[src/design/ptc_pkg.sv]
`default_nettype none
package ptc_pkg;
  // Baseband trigger styles
  typedef enum logic [1:0] {PTC_BB_CONT, PTC_BB_SINGLE, PTC_BB_GATE} ptc_bb_style_e;
  // Arbitrary trigger styles
  typedef enum logic [2:0] {
    PTC_ARB_CONT, PTC_ARB_IGNORE, PTC_ARB_BUFFER, PTC_ARB_RESTART, PTC_ARB_SEGSINGLE,
    PTC_ARB_GATE
  } ptc_arb_style_e;
  // Trigger sources
  typedef enum logic [1:0] {PTC_SRC_KEY, PTC_SRC_EXT, PTC_SRC_BUS, PTC_SRC_INT} ptc_src_e;
  localparam int PTC_DLY_W = 16;
  localparam int PTC_LEN_W = 16;
  localparam int PTC_SEG_W = 3;
  localparam int PTC_SEG_N = 8;
  localparam logic [PTC_DLY_W-1:0] PTC_DLY_ZERO = 16'h0000;
  localparam logic [PTC_LEN_W-1:0] PTC_LEN_ONE = 16'h0001;
  localparam logic [PTC_SEG_W-1:0] PTC_SEG_FIRST = 3'h0;
  // Trigger configuration shared by both engines
  typedef struct packed {
    ptc_src_e src;
    logic pol_neg;
    logic dly_en;
    logic [PTC_DLY_W-1:0] dly;
  } ptc_trig_cfg_s;
  // Playback status towards a sample engine
  typedef struct packed {
    logic play;
    logic start;
    logic [PTC_SEG_W-1:0] seg;
  } ptc_play_s;
endpackage
`default_nettype wire

[src/design/ptc_seg_mem.sv]
`default_nettype none
// Segment length table, registered read
module ptc_seg_mem (
  input wire logic clk,
  input wire logic we,
  input wire logic [ptc_pkg::PTC_SEG_W-1:0] waddr,
  input wire logic [ptc_pkg::PTC_LEN_W-1:0] wdata,
  input wire logic [ptc_pkg::PTC_SEG_W-1:0] raddr,
  output logic [ptc_pkg::PTC_LEN_W-1:0] rdata
);
  logic [ptc_pkg::PTC_LEN_W-1:0] mem [ptc_pkg::PTC_SEG_N];
  // No reset: software loads lengths before enabling playback
  always_ff @(posedge clk) begin
    if (we) begin
      mem[waddr] <= wdata;
    end
    rdata <= mem[raddr];
  end
endmodule
`default_nettype wire

[src/design/ptc_top.sv]
`default_nettype none
// Summary of operation
// - Baseband single: one playback per trigger that arrives while idle
// - Baseband gate high: play while gate high
// - Baseband gate low: play while gate low
// - Gate style forces external source, gate polarity
// - Baseband gate plays continuously while active
// - Arb sources: key, external, bus, internal
// - External polarity selectable, optional switchable delay
// - Arb continuous: every trigger restarts segment
// - Single ignore: triggers during playback discarded
// - Single buffer: trigger recorded, replays after end
// - Single realtime: trigger aborts and restarts segment
// - Segment single: each trigger plays next segment
// - Arb gate high: sequence plays while gate high
// - Baseband: three styles, three sources
module ptc_top (
  input wire logic clk,
  input wire logic rstn,
  input wire logic ext_trig,
  input wire logic key_trig,
  input wire logic bus_trig,
  input wire logic int_trig,
  input wire logic bb_enable,
  input wire ptc_pkg::ptc_bb_style_e bb_style,
  input wire logic bb_gate_low,
  input wire ptc_pkg::ptc_trig_cfg_s bb_cfg,
  input wire logic [ptc_pkg::PTC_LEN_W-1:0] bb_len,
  input wire logic arb_enable,
  input wire ptc_pkg::ptc_arb_style_e arb_style,
  input wire ptc_pkg::ptc_trig_cfg_s arb_cfg,
  input wire logic [ptc_pkg::PTC_SEG_W-1:0] arb_last_seg,
  input wire logic seg_we,
  input wire logic [ptc_pkg::PTC_SEG_W-1:0] seg_waddr,
  input wire logic [ptc_pkg::PTC_LEN_W-1:0] seg_wdata,
  output ptc_pkg::ptc_play_s bb_play,
  output ptc_pkg::ptc_play_s arb_play,
  output logic arb_pending
);
  // Synchroniser and edge detector on the external pin
  logic ext_s1_q, ext_s2_q, ext_s3_q;
  always_ff @(posedge clk or negedge rstn) begin
    if (!rstn) begin
      ext_s1_q <= 1'b0;
      ext_s2_q <= 1'b0;
      ext_s3_q <= 1'b0;
    end else begin
      ext_s1_q <= ext_trig;
      ext_s2_q <= ext_s1_q;
      ext_s3_q <= ext_s2_q;
    end
  end
  wire ext_rise = ext_s2_q & ~ext_s3_q;
  wire ext_fall = ~ext_s2_q & ext_s3_q;

  // Gate styles override source to external; baseband gate also overrides polarity to the gate level
  wire bb_gate = (bb_style == ptc_pkg::PTC_BB_GATE);
  wire arb_gate = (arb_style == ptc_pkg::PTC_ARB_GATE);
  wire bb_neg = bb_gate ? bb_gate_low : bb_cfg.pol_neg;
  wire bb_src_ext = bb_gate | (bb_cfg.src == ptc_pkg::PTC_SRC_EXT);
  wire arb_src_ext = arb_gate | (arb_cfg.src == ptc_pkg::PTC_SRC_EXT);
  wire bb_ext_edge = bb_neg ? ext_fall : ext_rise;
  wire arb_ext_edge = arb_cfg.pol_neg ? ext_fall : ext_rise;
  // Gate level; baseband active sense chosen by gate level setting, arb gate always active high
  wire bb_gate_on = ext_s2_q ^ bb_gate_low;
  wire arb_gate_on = ext_s2_q;

  // External trigger delay: one counter per engine, a new edge re-arms it
  logic [ptc_pkg::PTC_DLY_W-1:0] bb_dly_q, arb_dly_q;
  logic bb_dly_run_q, arb_dly_run_q;
  wire bb_dly_done = bb_dly_run_q & (bb_dly_q == ptc_pkg::PTC_DLY_ZERO);
  wire arb_dly_done = arb_dly_run_q & (arb_dly_q == ptc_pkg::PTC_DLY_ZERO);
  wire bb_use_dly = bb_cfg.dly_en & (bb_cfg.dly != ptc_pkg::PTC_DLY_ZERO);
  wire arb_use_dly = arb_cfg.dly_en & (arb_cfg.dly != ptc_pkg::PTC_DLY_ZERO);
  always_ff @(posedge clk or negedge rstn) begin
    if (!rstn) begin
      bb_dly_q <= ptc_pkg::PTC_DLY_ZERO;
      bb_dly_run_q <= 1'b0;
    end else if (bb_ext_edge & bb_use_dly) begin
      bb_dly_q <= bb_cfg.dly - ptc_pkg::PTC_DLY_W'(1);
      bb_dly_run_q <= 1'b1;
    end else if (bb_dly_done) begin
      bb_dly_run_q <= 1'b0;
    end else if (bb_dly_run_q) begin
      bb_dly_q <= bb_dly_q - ptc_pkg::PTC_DLY_W'(1);
    end
  end
  always_ff @(posedge clk or negedge rstn) begin
    if (!rstn) begin
      arb_dly_q <= ptc_pkg::PTC_DLY_ZERO;
      arb_dly_run_q <= 1'b0;
    end else if (arb_ext_edge & arb_use_dly) begin
      arb_dly_q <= arb_cfg.dly - ptc_pkg::PTC_DLY_W'(1);
      arb_dly_run_q <= 1'b1;
    end else if (arb_dly_done) begin
      arb_dly_run_q <= 1'b0;
    end else if (arb_dly_run_q) begin
      arb_dly_q <= arb_dly_q - ptc_pkg::PTC_DLY_W'(1);
    end
  end
  wire bb_ext_trig = bb_use_dly ? bb_dly_done : bb_ext_edge;
  wire arb_ext_trig = arb_use_dly ? arb_dly_done : arb_ext_edge;

  // Trigger source selection; baseband has no internal source
  wire bb_trig = bb_src_ext ? bb_ext_trig :
                 (bb_cfg.src == ptc_pkg::PTC_SRC_KEY) ? key_trig :
                 (bb_cfg.src == ptc_pkg::PTC_SRC_BUS) ? bus_trig : 1'b0;
  wire arb_trig = arb_src_ext ? arb_ext_trig :
                  (arb_cfg.src == ptc_pkg::PTC_SRC_KEY) ? key_trig :
                  (arb_cfg.src == ptc_pkg::PTC_SRC_BUS) ? bus_trig : int_trig;

  // Baseband playback: counter of samples left in the frame
  logic [ptc_pkg::PTC_LEN_W-1:0] bb_left_q;
  logic bb_run_q, bb_start_q;
  wire bb_last = bb_run_q & (bb_left_q == ptc_pkg::PTC_LEN_ONE);
  wire bb_cont = (bb_style == ptc_pkg::PTC_BB_CONT);
  wire bb_go = bb_enable & (bb_cont ? ~bb_run_q : (~bb_gate & bb_trig & ~bb_run_q));
  wire bb_gated_run = bb_enable & bb_gate & bb_gate_on;
  always_ff @(posedge clk or negedge rstn) begin
    if (!rstn) begin
      bb_left_q <= ptc_pkg::PTC_LEN_ONE;
      bb_run_q <= 1'b0;
      bb_start_q <= 1'b0;
    end else begin
      bb_start_q <= bb_go;
      if (!bb_enable || (bb_gate && !bb_gate_on)) begin
        bb_run_q <= 1'b0;
      end else if (bb_go || (bb_gated_run && (!bb_run_q || bb_last))) begin
        bb_left_q <= bb_len;
        bb_run_q <= 1'b1;
      end else if (bb_last) begin
        bb_run_q <= 1'b0;
      end else if (bb_run_q) begin
        bb_left_q <= bb_left_q - ptc_pkg::PTC_LEN_W'(1);
      end
    end
  end

  // Arbitrary sequencer
  typedef enum logic [1:0] {ARB_IDLE, ARB_LOAD, ARB_PLAY} ptc_arb_st_e;
  ptc_arb_st_e arb_st_q, arb_st_d;
  logic [ptc_pkg::PTC_SEG_W-1:0] seg_q, seg_d;
  logic [ptc_pkg::PTC_LEN_W-1:0] arb_left_q, seg_len;
  logic pend_q;
  ptc_seg_mem u_mem (
    .clk(clk),
    .we(seg_we),
    .waddr(seg_waddr),
    .wdata(seg_wdata),
    .raddr(seg_d),
    .rdata(seg_len)
  );
  wire arb_busy = (arb_st_q != ARB_IDLE);
  wire arb_end = (arb_st_q == ARB_PLAY) & (arb_left_q == ptc_pkg::PTC_LEN_ONE);
  wire seg_at_last = (seg_q == arb_last_seg);
  wire [ptc_pkg::PTC_SEG_W-1:0] seg_next = seg_at_last ? ptc_pkg::PTC_SEG_FIRST :
                                          seg_q + ptc_pkg::PTC_SEG_W'(1);
  wire restart_style = (arb_style == ptc_pkg::PTC_ARB_CONT) |
                       (arb_style == ptc_pkg::PTC_ARB_RESTART);
  // Start/restart decisions per style
  wire arb_restart = arb_trig & arb_busy & restart_style;
  wire arb_idle_trig = arb_trig & ~arb_busy & ~arb_gate;
  wire arb_buf_go = arb_end & (pend_q | (arb_trig & (arb_style == ptc_pkg::PTC_ARB_BUFFER)));
  wire gate_go = arb_gate & arb_gate_on & (~arb_busy | arb_end);
  wire arb_go = arb_enable & (arb_idle_trig | arb_restart | arb_buf_go | gate_go);
  wire adv = (arb_style == ptc_pkg::PTC_ARB_SEGSINGLE) & arb_end;
  wire gate_adv = arb_gate & arb_end;

  // Next segment index feeds the memory read address
  always_comb begin
    seg_d = seg_q;
    if (!arb_enable) begin
      seg_d = ptc_pkg::PTC_SEG_FIRST;
    end else if (adv || gate_adv) begin
      seg_d = seg_next;
    end
  end
  always_comb begin
    arb_st_d = arb_st_q;
    case (arb_st_q)
      ARB_IDLE: if (arb_go) arb_st_d = ARB_LOAD;
      ARB_LOAD: begin
        if (arb_go) begin
          arb_st_d = ARB_LOAD;
        end else begin
          arb_st_d = ARB_PLAY;
        end
      end
      ARB_PLAY: begin
        if (arb_go) begin
          arb_st_d = ARB_LOAD;
        end else if (arb_end || (arb_gate && !arb_gate_on)) begin
          arb_st_d = ARB_IDLE;
        end
      end
      default: arb_st_d = ARB_IDLE;
    endcase
    if (!arb_enable) begin
      arb_st_d = ARB_IDLE;
    end
  end
  // Pending flag: never set in the end cycle, where a buffer-style trigger starts playback directly
  wire pend_set = arb_trig & arb_busy & ~arb_end & (arb_style == ptc_pkg::PTC_ARB_BUFFER);
  always_ff @(posedge clk or negedge rstn) begin
    if (!rstn) begin
      arb_st_q <= ARB_IDLE;
      seg_q <= ptc_pkg::PTC_SEG_FIRST;
      pend_q <= 1'b0;
      arb_left_q <= ptc_pkg::PTC_LEN_ONE;
    end else begin
      arb_st_q <= arb_st_d;
      seg_q <= seg_d;
      pend_q <= arb_enable & (pend_set | (pend_q & ~arb_end));
      if (arb_st_q == ARB_LOAD) begin
        arb_left_q <= seg_len;
      end else if (arb_st_q == ARB_PLAY) begin
        arb_left_q <= arb_left_q - ptc_pkg::PTC_LEN_W'(1);
      end
    end
  end
  // Registered outputs
  always_ff @(posedge clk or negedge rstn) begin
    if (!rstn) begin
      bb_play <= '0;
      arb_play <= '0;
      arb_pending <= 1'b0;
    end else begin
      bb_play.play <= bb_run_q;
      bb_play.start <= bb_start_q;
      bb_play.seg <= ptc_pkg::PTC_SEG_FIRST;
      arb_play.play <= (arb_st_q == ARB_PLAY);
      arb_play.start <= (arb_st_q == ARB_LOAD);
      arb_play.seg <= seg_q;
      arb_pending <= pend_q;
    end
  end

  a_ext_once: assert property (@(posedge clk) disable iff (!rstn)
    ext_rise |=> !ext_rise) else $error("edge counted twice");
  a_bb_gate_stop: assert property (@(posedge clk) disable iff (!rstn)
    (bb_gate && !bb_gate_on) |=> !bb_run_q) else $error("gate closed yet playing");
  a_bb_gate_low: assert property (@(posedge clk) disable iff (!rstn)
    (bb_gate && bb_gate_low && ext_s2_q) |=> !bb_run_q) else $error("gate low sense");
  a_bb_gate_run: assert property (@(posedge clk) disable iff (!rstn)
    (bb_enable && bb_gate && bb_gate_on && !bb_run_q) |=> bb_run_q)
    else $error("gate open yet idle");
  a_bb_single: assert property (@(posedge clk) disable iff (!rstn)
    (bb_enable && bb_style == ptc_pkg::PTC_BB_SINGLE && bb_trig && !bb_run_q) |=> bb_run_q)
    else $error("single trigger lost");
  a_gate_src: assert property (@(posedge clk) disable iff (!rstn)
    bb_gate |-> bb_src_ext) else $error("gate source not external");
  a_arb_ignore: assert property (@(posedge clk) disable iff (!rstn)
    (arb_style == ptc_pkg::PTC_ARB_IGNORE && arb_st_q == ARB_PLAY && !arb_end && arb_enable)
    |=> arb_st_q != ARB_LOAD) else $error("ignored trigger restarted");
  a_arb_restart: assert property (@(posedge clk) disable iff (!rstn)
    (arb_enable && arb_trig && arb_busy && restart_style) |=> arb_st_q == ARB_LOAD)
    else $error("restart missed");
  a_arb_buffer: assert property (@(posedge clk) disable iff (!rstn)
    (arb_enable && pend_q && arb_end) |=> arb_st_q == ARB_LOAD)
    else $error("buffered trigger lost");

  // Further guards on counters and sequencing
  // Delay counter steps down by one while armed
  a_bb_delay: assert property (@(posedge clk) disable iff (!rstn)
    (bb_dly_run_q && !bb_dly_done && !(bb_ext_edge && bb_use_dly))
    |=> bb_dly_q == $past(bb_dly_q) - ptc_pkg::PTC_DLY_W'(1)) else $error("delay count");
  // Running frame never reissues a start
  a_bb_no_retrig: assert property (@(posedge clk) disable iff (!rstn)
    (bb_run_q && !bb_last && bb_style == ptc_pkg::PTC_BB_SINGLE) |=> !bb_start_q)
    else $error("frame restarted");
  // Gate high opens a frame
  a_bb_gate_high: assert property (@(posedge clk) disable iff (!rstn)
    (bb_enable && bb_gate && !bb_gate_low && ext_s2_q && !bb_run_q) |=> bb_run_q)
    else $error("gate high idle");
  // Continuous style restarts on every trigger
  a_arb_cont: assert property (@(posedge clk) disable iff (!rstn)
    (arb_enable && arb_style == ptc_pkg::PTC_ARB_CONT && arb_trig && arb_st_q == ARB_PLAY)
    |=> arb_st_q == ARB_LOAD) else $error("cont restart missed");
  // Internal source reaches the sequencer
  a_arb_src_int: assert property (@(posedge clk) disable iff (!rstn)
    (arb_enable && arb_style == ptc_pkg::PTC_ARB_IGNORE && !arb_busy &&
     arb_cfg.src == ptc_pkg::PTC_SRC_INT && int_trig) |=> arb_st_q == ARB_LOAD)
    else $error("internal trigger lost");
  // Segment-single steps to the next segment
  a_seg_adv: assert property (@(posedge clk) disable iff (!rstn)
    (arb_enable && arb_style == ptc_pkg::PTC_ARB_SEGSINGLE && arb_end && !seg_at_last)
    |=> seg_q == $past(seg_q) + ptc_pkg::PTC_SEG_W'(1)) else $error("segment not advanced");
  // Wrap after the last segment
  a_seg_wrap: assert property (@(posedge clk) disable iff (!rstn)
    (arb_enable && arb_style == ptc_pkg::PTC_ARB_SEGSINGLE && arb_end && seg_at_last)
    |=> seg_q == ptc_pkg::PTC_SEG_FIRST) else $error("segment not wrapped");
  // Closed gate halts the sequence
  a_arb_gate_halt: assert property (@(posedge clk) disable iff (!rstn)
    (arb_enable && arb_gate && !arb_gate_on && !pend_q && arb_st_q == ARB_PLAY)
    |=> arb_st_q == ARB_IDLE) else $error("gate closed yet playing");
  // Buffered trigger is recorded
  a_pend_set: assert property (@(posedge clk) disable iff (!rstn)
    (arb_enable && pend_set) |=> pend_q) else $error("trigger not buffered");
  // Play output follows the sequencer state
  a_arb_play_out: assert property (@(posedge clk) disable iff (!rstn)
    arb_st_q == ARB_PLAY |=> arb_play.play) else $error("play output lost");
endmodule
`default_nettype wire

[config.mk]
export PLATFORM = sky130hd
export DESIGN_NAME = ptc_top
export DESIGN_NICKNAME = d
export VERILOG_FILES = /design/src/design/ptc_pkg.sv /design/src/design/ptc_seg_mem.sv /design/src/design/ptc_top.sv
export SDC_FILE = /design/constraint.sdc
export NUM_CORES = 1
export LEC_CHECK = 0
export BUFFER_PORTS_ARGS = -buffer_cell sky130_fd_sc_hd__buf_2
export CAP_MARGIN = 20
export CORE_MARGIN = 2
export CORE_UTILIZATION = 43
export CTS_BUF_LIST = sky130_fd_sc_hd__clkbuf_8 sky130_fd_sc_hd__clkbuf_16
export DETAILED_ROUTE_END_ITERATION = 10
export PLACE_DENSITY = 0.68
export SKIP_CTS_REPAIR_TIMING = 1
export SYNTH_ARGS = -nofsm -noshare
export SYNTH_HDL_FRONTEND = slang
export SYNTH_HIERARCHICAL = 1
export SYNTH_SLANG_ARGS = --single-unit
[constraint.sdc]
create_clock -name clk -period 7.38 [get_ports clk]
set_input_delay 0.738 -clock clk [delete_from_list [all_inputs] [get_ports clk]]
set_output_delay 0.738 -clock clk [all_outputs]
set_load 0.005 [all_outputs]
Word-level counts from Yosys, hierarchy flattened
Memory sizes are Yosys's and may differ from the RTL's. A register that Yosys moved wholly into a read port is not among the register bits.
Cells that the tools add are included.
{"block": "word_totals", "regBits": 85, "latchBits": 0, "ram_bits": 128, "mem_bits_ro": 0, "in_bits": 93, "output_inout_bits": 11, "word_cells": 169, "n_memories": 1}
{"name": "u_mem.mem", "words": 8, "width": 16, "rd": 1, "rd_ports_with_merged_regs": 1, "wr": 1, "line": "ptc_seg_mem.sv:11", "source": "logic [ptc_pkg::PTC_LEN_W-1:0] mem [ptc_pkg::PTC_SEG_N];"}
{"block": "op_classes", "add_sub_neg": 7, "multipliers": 0, "div_mod_pow": 0, "magnitude_cmp": 0, "eq_ne": 19, "shift": 0, "n_mux": 41, "bitwise": 48, "n_reduce_logical": 33}
{"operator": "2-to-1 mux 16 bit", "count": 11}
{"operator": "subtractor 16 x 1 -> 16 bit (second input constant)", "count": 6}
{"operator": "== test 16 x 1 -> 1 bit (second input constant)", "count": 2}
{"operator": "zero test 16 bit", "count": 2}
{"operator": "nonzero test 16 bit", "count": 2}
{"operator": "AND 1 bit", "count": 30}
{"operator": "2-to-1 mux 1 bit", "count": 21}
{"operator": "nonzero test 2 bit", "count": 7}
{"operator": "2-to-1 mux 2 bit", "count": 5}
{"operator": "2-to-1 mux 3 bit", "count": 3}
{"operator": "bitwise OR 1 bit", "count": 9}
{"operator": "== test 2 bit (second input constant)", "count": 4}
{"operator": "zero test 2 bit", "count": 4}
{"operator": "NOT 1 bit", "count": 8}
{"operator": "== test 2 x 1 -> 1 bit (second input constant)", "count": 3}
{"operator": "== test 3 x 2 -> 1 bit (second input constant)", "count": 2}
{"operator": "== test 3 bit (second input constant)", "count": 2}
{"operator": "inequality test 2 x 1 -> 1 bit (second input constant)", "count": 3}
{"operator": "case mux 2 bit (3 select lines)", "count": 1}
{"operator": "AND reduction 2 bit", "count": 3}
{"operator": "logical OR 1 bit", "count": 5}
{"operator": "zero test 1 bit", "count": 4}
{"operator": "inequality test 4 bit (second input constant)", "count": 1}
{"operator": "adder 3 x 1 -> 3 bit (second input constant)", "count": 1}
{"operator": "7 further kinds", "count": 9}

Longest topological paths before layout
Gate-level depths: netlist (run 1).
{"block": "depth", "word_depth": 14, "depth_mapped": 14, "depth_no_buf": 13}

Cells and area by module
The synthesis (run 1) kept the hierarchy.
{"module": "ptc_top", "n_inst": 1, "cells_per_inst": 644, "area_each_um2": 5536.6, "seq_area_each_um2": 2129.5}
{"module": "ptc_seg_mem", "n_inst": 1, "cells_per_inst": 214, "area_each_um2": 5293.8, "seq_area_each_um2": 4164.0}

Least setup slack after synthesis (run 1)
OpenSTA, ideal clock, no wires.
{"block": "synth_timing", "path_type": "input -> register", "start": "input bb_cfg[1] (netlist name)", "end": "register bb_dly_q[14] (netlist name)", "setup_ps": 139, "arrival_time_ps": 4289, "t_required_ps": 7241, "path_slack_ps": 2952, "cell_stages": 14, "path_buffers": 1, "cell_sequence": "or4_4 -> or3b_2 -> o21ai_0 -> nor2_1 -> clkbuf_1 -> mux2i_1 -> ha_1 -> inv_1 -> or4_1 -> nor4_1 -> o22ai_1 -> nor4_1 -> xnor2_1 -> mux2i_1"}
{"block": "synth_via", "elab_chain_cells": 5, "word_cells_on_any_way": 8, "cone_classes": "1 x add/sub; 1 x eq/ne; 1 x mux; 2 x bitwise; 3 x reduce/logical"}
{"item": "start: declaration", "line": "ptc_top.sv:27", "source": "input wire ptc_pkg::ptc_trig_cfg_s bb_cfg,"}
{"item": "branches (longest 5 deep; another with subtractor 16 x 1 -> 16 bit)"}
{"item": "end signal: assignment", "line": "ptc_top.sv:77", "source": "bb_dly_q <= ptc_pkg::PTC_DLY_ZERO;"}
{"item": "end signal: assignment", "line": "ptc_top.sv:80", "source": "bb_dly_q <= bb_cfg.dly - ptc_pkg::PTC_DLY_W'(1);"}
{"item": "end signal: assignment", "line": "ptc_top.sv:85", "source": "bb_dly_q <= bb_dly_q - ptc_pkg::PTC_DLY_W'(1);"}
{"item": "end: declaration", "line": "ptc_top.sv:69", "source": "logic [ptc_pkg::PTC_DLY_W-1:0] bb_dly_q, arb_dly_q;"}
Parallel ways; which one is timed is not known.
A chain may end at the register's enable or synchronous reset.

Worst setup path in the final report (run 1)
Same ends and word-level chain as after synthesis.

==> results.json, run 1 <==
{
  "dieArea_mm2": 0.02647,
  "fillers": 2171,
  "routed_via_density": 5.558,
  "status": "completed",
  "grt_pass1_wl_um": 37000,
  "overflow": 0,
  "clock_latency_ns": 0.53,
  "crit_chain": "buf_2 -> or4_4 -> or3b_2 -> o21ai_0 -> nor2_2 -> mux2i_1 -> ha_1 -> inv_1 -> or4_1 -> nor4_1 -> o22ai_1 -> nor4_1 -> xnor2_1 -> mux2i_1",
  "fin_crit_sh_pct": 55.20,
  "cts_tree": "built",
  "dpl.hpwl_um": 14970,
  "max_freq_mhz": 245.5,
  "setup_viol": 0,
  "worst_ep_required_time_ns": 7.79,
  "seq_area_frac_synth_pct": 58.11,
  "cp.arrival_ns": 4.48,
  "place_area_mm2": 0.01172,
  "worstReg2RegStart": "arb_left_q[4]$_DFFE_PN0P_",
  "grt_pass1_vias": 7126,
  "gr-usage-all-layers_pct": 17.37,
  "ys_types": 67,
  "critPathLaunch": "bb_cfg[1]",
  "clock-skew-final_ns": 0.008136,
  "p_per_area_mw_per_mm2": 272.3,
  "min_path_type": "in2async",
  "endpoint": "bb_dly_q[14]$_DFFE_PN0P_",
  "synth_area_mm2": 0.01083,
  "cts.sink_count": 229,
  "wirelength_um": 22920,
  "report.final.slew_viol_count": 0,
  "drt_iter0_drc": 516,
  "synth_flop_cell": "edfxtp_1",
  "clk_pin_slew_worst_paths_ns": 0.06,
  "numCtsBuffers": 25,
  "hold_slack_ns": 0.02599,
  "start_kind": "input pin",
  "ant_nets": 0,
  "slowest_stage": "or4_4",
  "max-slew-margin-rel_pct": 32.79,
  "cp-end-kind": "flop",
  "die_w_um": 162.7,
  "hold_viol": 0,
  "rrSetupSlack_ns": 3.37,
  "vias": 7326,
  "total_power_mw": 3.427,
  "fin_crit_ns": 4.074,
  "nets": 1073,
  "syn_to_final_growth_pct": 16.20,
  "synth_edf_count": 128,
  "start_util_pct": 43.38,
  "drt-pass1-iter-count": 5,
  "antenna_found_initial": 1,
  "stdcell_area_mm2": 0.01258,
  "routedWlPerCell_um": 17.39,
  "grt_start_max_net_pins": 78,
  "tightestPinTransition_ns": 1.001,
  "rsz0062_at_grt": "false",
  "worst_path_largest_cell_delay_ns": 0.57,
  "die_h_um": 162.7,
  "drcViolationCount": 0,
  "cts_max_level": 1,
  "io_buffers": 100,
  "path_max_fanout": 5,
  "yosysTopAreaCell": "edfxtp_1",
  "syn_avg_cell_area_um2": 12.62,
  "yosysWarnings": 6,
  "synth_top_area_share_pct": 35.49,
  "synthTopCellsByArea": "edfxtp_1 35%, dfrtp_1 19%, mux4_1 6.8%",
  "ios": 104,
  "irDropWorstVdd_mv": 0.2328,
  "leakagePower_nw": 4.661,
  "netlist_instances": 858,
  "async_flop_share_pct": 37.12,
  "core.rowCount": 58,
  "criticalPathCategory": "in2reg",
  "clockBufferDepth": 3,
  "core_area_mm2": 0.02496,
  "maxCapViolCount": 0,
  "drive_above_1_share_pct": 20.34,
  "worstReg2RegEnd": "u_mem/rdata[6]$_DFF_P_",
  "synth_seq_cells": 229,
  "r2r_cells": 9,
  "clockRootBuffer": "clkbuf_16",
  "place_congestion": 0.8300,
  "setup_tns_ns": 0,
  "insertedDiodeCount": 0
}
==> logic make-up after synthesis <==
| kind of cell | Yosys count | synth area share, % |
|---|---|---|
| mux | 73 | 11.63 |
| flops | 229 | 58.11 |
| buf+inv | 50 | 2.195 |
| xor+xnor | 49 | 3.963 |
| fa+ha+maj | 11 | 1.271 |
| compound gates | 177 | 10.04 |
| simple gates | 268 | 12.75 |
| other cells | 1 | 0.03462 |
==> registers in the layout, indices dropped and copies added, names as in the netlist, 2 cells and up <==
signal,cells
u_mem/mem,128
arb_dly_q,16
arb_left_q,16
bb_dly_q,16
bb_left_q,16
u_mem/rdata,16
arb_play,5
seg_q,3
arb_st_q,2
bb_play,2
==> cell type report <==
class                           count  area, um2  share of cell area (%)
Clock inverter                     15      107.6                  0.8550
Timing Repair Buffer              116      668.1                   5.309
Sequential cell                   229       6294                   50.01
Clock buffer                       31      708.2                   5.627
Tap cell                          330      412.9                   3.281
Multi-Input combinational cell    581       4334                   34.44
Inverter                           16      60.06                  0.4772
==> cell usage after synthesis (6+ instances only) <==
cell type,n
edfxtp_1,128
dfrtp_1,83
nor2_1,80
a21oi_1,57
o21ai_0,50
nor3_1,46
nand2_1,44
xnor2_1,31
mux4_1,28
mux2i_1,22
mux2_2,19
xor2_1,18
dfxtp_1,16
inv_1,15
nand2b_1,15
clkbuf_1,14
nand3_1,12
nor4_1,12
a22o_1,11
ha_1,11
or3_1,11
or4_1,11
o211ai_1,9
a211oi_1,6
buf_1,6
o21a_1,6
o22ai_1,6
o41ai_1,6
==> how the worst min path moves through the flow <==
stage | from | to | slack, ns | cells past startpoint
floorplan | ext_s1_q$_DFF_PN0_ | arb_gate_on$_DFF_PN0_ | 0.33 | 0
global placement | bb_start_q$_DFF_PN0_ | bb_play[3]$_DFF_PN0_ | 0.33 | 0
detailed placement | bb_start_q$_DFF_PN0_ | bb_play[3]$_DFF_PN0_ | 0.33 | 0
CTS | rstn | arb_dly_q[6]$_DFFE_PN0P_ | 0.002 | 1
global route | rstn | arb_dly_q[6]$_DFFE_PN0P_ | 0.01 | 1
finish | rstn | arb_dly_q[6]$_DFFE_PN0P_ | 0.03 | 1
==> worst max-delay path, delay by kind of cell <==
kind	cells	cell delay, ns
AO/OA/AOI/OAI	2	0.52
XOR/XNOR	1	0.16
adder cells (fa/ha/maj)	1	0.26
buffers and inverters	2	0.19
multiplexers	2	0.32
AND/OR/NAND/NOR	6	2.29
==> per-layer routing <==
metal / share of wire, % / wire length (um) / track usage (%) / vias to the layer above
met1: 45 / 10210 / 23.69 / 3597
met4: 2.5 / 568 / 4.344 / 2
li1: - / - / - / 3506
met2: 48 / 11080 / 29.10 / 177
met5: 0.052 / 12 / 0 / -
met3: 4.6 / 1045 / 2.928 / 44
==> through the flow <==
| stage | utilization (%) | cells | setup slack, ns |
|---|---|---|---|
| 2_1_floorplan | - | 860 | 2.952 |
| 3_3_place_gp | 46.87 | 1269 | 2.911 |
| 3_5_place_dp | 46.93 | 1270 | 2.795 |
| 4_1_cts | 50.20 | 1316 | 3.325 |
| 5_1_grt | 50.41 | 1318 | 3.051 |
| 6_report | 50.41 | 1318 | 3.306 |
==> cells in the final DEF (no fill, tap or decap), drive strengths merged, types with 4 or more instances in the layout <==
cell and instances:
nor4 12, a31oi 4, dfrtp 83, dfxtp 16, clkinv 5, nor3 48, or4 13, o22ai 6
nand2 44, xnor2 31, clkbuf 32, buf 115, mux2i 22, edfxtp 128, or3b 4, mux4 32
a21oi 57, nor2 80, or3 12, nand2b 15, nand3b 5, o41ai 6, nand4 5, ha 11
or2 4, a22o 11, mux2 19, o211ai 9, inv 25, a211oi 6, xor2 18, nand3 12
o21a 6, o21ai 54
==> report_power, final <==
group	switching, mW	internal, mW
Sequential	0.151	1.52
Clock	0.498	0.714
Combinational	0.290	0.249
Power figures use the tool's default switching activity.
==> inputs of run 2 (changes only) <==
==> constraint.sdc (replaced) <==
create_clock -name clk -period 4 [get_ports clk]
set_input_delay 0.4 -clock clk [delete_from_list [all_inputs] [get_ports clk]]
set_output_delay 0.4 -clock clk [all_outputs]
set_load 0.005 [all_outputs]
==> run 2 against run 1 <==
The flow now finishes with violations (hold timing). Clock power increased by 94%. Power up 87%. Sequential power increased by 84%. Global-route usage decreased by 0.12 points. Sequential share of layout area is 0.34 points lower. Largest power group unchanged.
==> results.json, run 2 (same netlist as run 1, synthesis figures left out) <==
{
  "report.final.slew_viol_count": 0,
  "max_freq_mhz": 278.0,
  "antenna_found_initial": 3,
  "status": "finished, violations left",
  "timing.final.ws_setup_ns": 0.4034,
  "worst_ep_required_time_ns": 4.41,
  "fin_crit_sh_pct": 89.92,
  "place_congestion": 0.8187,
  "grt_start_max_net_pins": 68,
  "mostFrequentLayoutCell": "edfxtp_1",
  "r2r_cells": 9,
  "nets": 1081,
  "syn_to_final_growth_pct": 16.98,
  "grt_pass1_vias": 7006,
  "clock_latency_ns": 0.53,
  "pwr-share-comb_pct": 15.1,
  "regMostFlops": "u_mem/mem",
  "seqPwrFrac_pct": 48.2,
  "gr-usage-all-layers_pct": 17.25,
  "final_cell_mix": "128 x edfxtp_1, 99 x buf_2, 83 x dfrtp_1",
  "irDropWorstVdd_mv": 0.3493,
  "core_area_mm2": 0.02496,
  "largest_reg_flops": 128,
  "switching_share_pct": 26.97,
  "drt_iter0_drc": 545,
  "cts_max_level": 1,
  "numCtsBuffers": 25,
  "place_ws_ns": 0.02641,
  "core.rowCount": 58,
  "worstReg2RegStart": "arb_left_q[4]$_DFFE_PN0P_",
  "start_kind": "flop",
  "clock-skew-final_ns": 0.007654,
  "pwr-share-clk_pct": 36.6,
  "violations": "hold timing",
  "cts_tree": "built",
  "fin_crit_ns": 3.597,
  "min_path_type": "in2async",
  "overflow": 0,
  "p_per_area_mw_per_mm2": 505.8,
  "place_area_mm2": 0.01180,
  "wirelength_um": 22730,
  "maxCapViolCount": 0,
  "cts.sink_count": 229,
  "power_switching_mw": 1.728,
  "cell_internal_pwr_mw": 4.680,
  "dpl.hpwl_um": 14940,
  "start_util_pct": 43.38,
  "clk_pin_slew_worst_paths_ns": 0.06,
  "ios": 104,
  "drt-pass1-iter-count": 4,
  "grt_pass1_wl_um": 36580,
  "dieArea_mm2": 0.02647,
  "die_w_um": 162.7,
  "die_h_um": 162.7,
  "hold_slack_ns": -0.01400,
  "leakagePower_nw": 4.695,
  "clockRootBuffer": "clkbuf_16",
  "routedWlPerCell_um": 17.13,
  "setup_viol": 0,
  "critPathLaunch": "arb_left_q[4]$_DFFE_PN0P_",
  "cp.arrival_ns": 4.01,
  "max-slew-margin-rel_pct": 40.47,
  "hold_viol": 3,
  "io_buffers": 100,
  "final_core_util_pct": 50.75,
  "crit_chain": "or4_4 -> or3_1 -> nor3_2 -> nand2_1 -> or4b_2 -> a21oi_2 -> buf_12 -> mux4_2 -> mux2_2",
  "criticalPathCategory": "reg2reg",
  "setup_tns_ns": 0,
  "rsz0062_at_grt": "false",
  "drcViolationCount": 0,
  "cp-end-kind": "flop",
  "path_max_fanout": 33,
  "ant_nets": 0,
  "drive_above_1_share_pct": 20.98,
  "stdcell_area_mm2": 0.01267,
  "vias": 7279,
  "worst_path_largest_cell_delay_ns": 0.65,
  "routed_via_density": 5.485,
  "tightestPinTransition_ns": 0.8930,
  "slowest_stage": "or4b_2",
  "clockBufferDepth": 3
}
run 2: cell count changes in the layout (fill, tap and decap cells not counted), sizes merged:
| cell | before | now |
|---|---|---|
| buf | 115 | 123 |
| bufinv | 1 | 2 |
| clkbuf | 32 | 33 |
| diode | 0 | 1 |
| dlygate4sd3 | 0 | 1 |
| inv | 25 | 22 |
run 2: metrics by stage:
| stage | std cells | power, mW |
|---|---|---|
| after floorplan | 860 | 3.786 |
| after global placement | 1279 | 4.075 |
| after detailed placement | 1279 | 4.105 |
| after CTS | 1325 | 6.479 |
| after global routing | 1326 | 6.738 |
| final | 1327 | 6.409 |
run 2: path summary, 6_finish.rpt:
path	end	slack [ns]
worst min-delay path	bb_left_q[9]$_DFFE_PN0P_	-0.01
min in group clk	u_mem/mem[6][5]$_DFFE_PP_	0.13
worst max-delay path	u_mem/rdata[7]$_DFF_P_	0.40
max in group asynchronous	bb_dly_q[14]$_DFFE_PN0P_	3.18
worst min register to register	bb_play[3]$_DFF_PN0_	0.35
worst max register to register	u_mem/rdata[7]$_DFF_P_	0.40
run 2: layout make-up:
| type | count | area, um2 |
|---|---|---|
| Fill cell | 2172 | 12290 |
| Sequential cell | 229 | 6294 |
| Multi-Input combinational cell | 581 | 4334 |
| Clock buffer | 33 | 735.7 |
| Timing Repair Buffer | 124 | 710.7 |
| Tap cell | 330 | 412.9 |
| Clock inverter | 13 | 120.1 |
| Inverter | 16 | 60.06 |
| Antenna cell | 1 | 2.502 |
run 2: critical path, delay by kind of cell (launching register included):
kind / cells / cell delay (ns)
buf+inv: 1 / 0.23
flops: 1 / 0.44
simple gates: 5 / 1.96
compound gates: 1 / 0.21
mux: 2 / 0.61
run 2: routing by layer:
metal	wire length [um]	vias up	global-route usage (%)
met5	19	-	0
met1	10230	3558	23.36
met4	444	4	4.023
met3	1179	35	3.412
li1	-	3517	-
met2	10860	165	28.85
run 2: power groups by stage:
stage	sequential [mW]	clock, mW	combinational, mW
floorplan	3.06	0	0.730
global placement	3.12	0	0.952
detailed placement	3.13	0	0.979
CTS	3.09	2.41	0.978
global route	3.14	2.50	1.10
finish	3.09	2.35	0.970
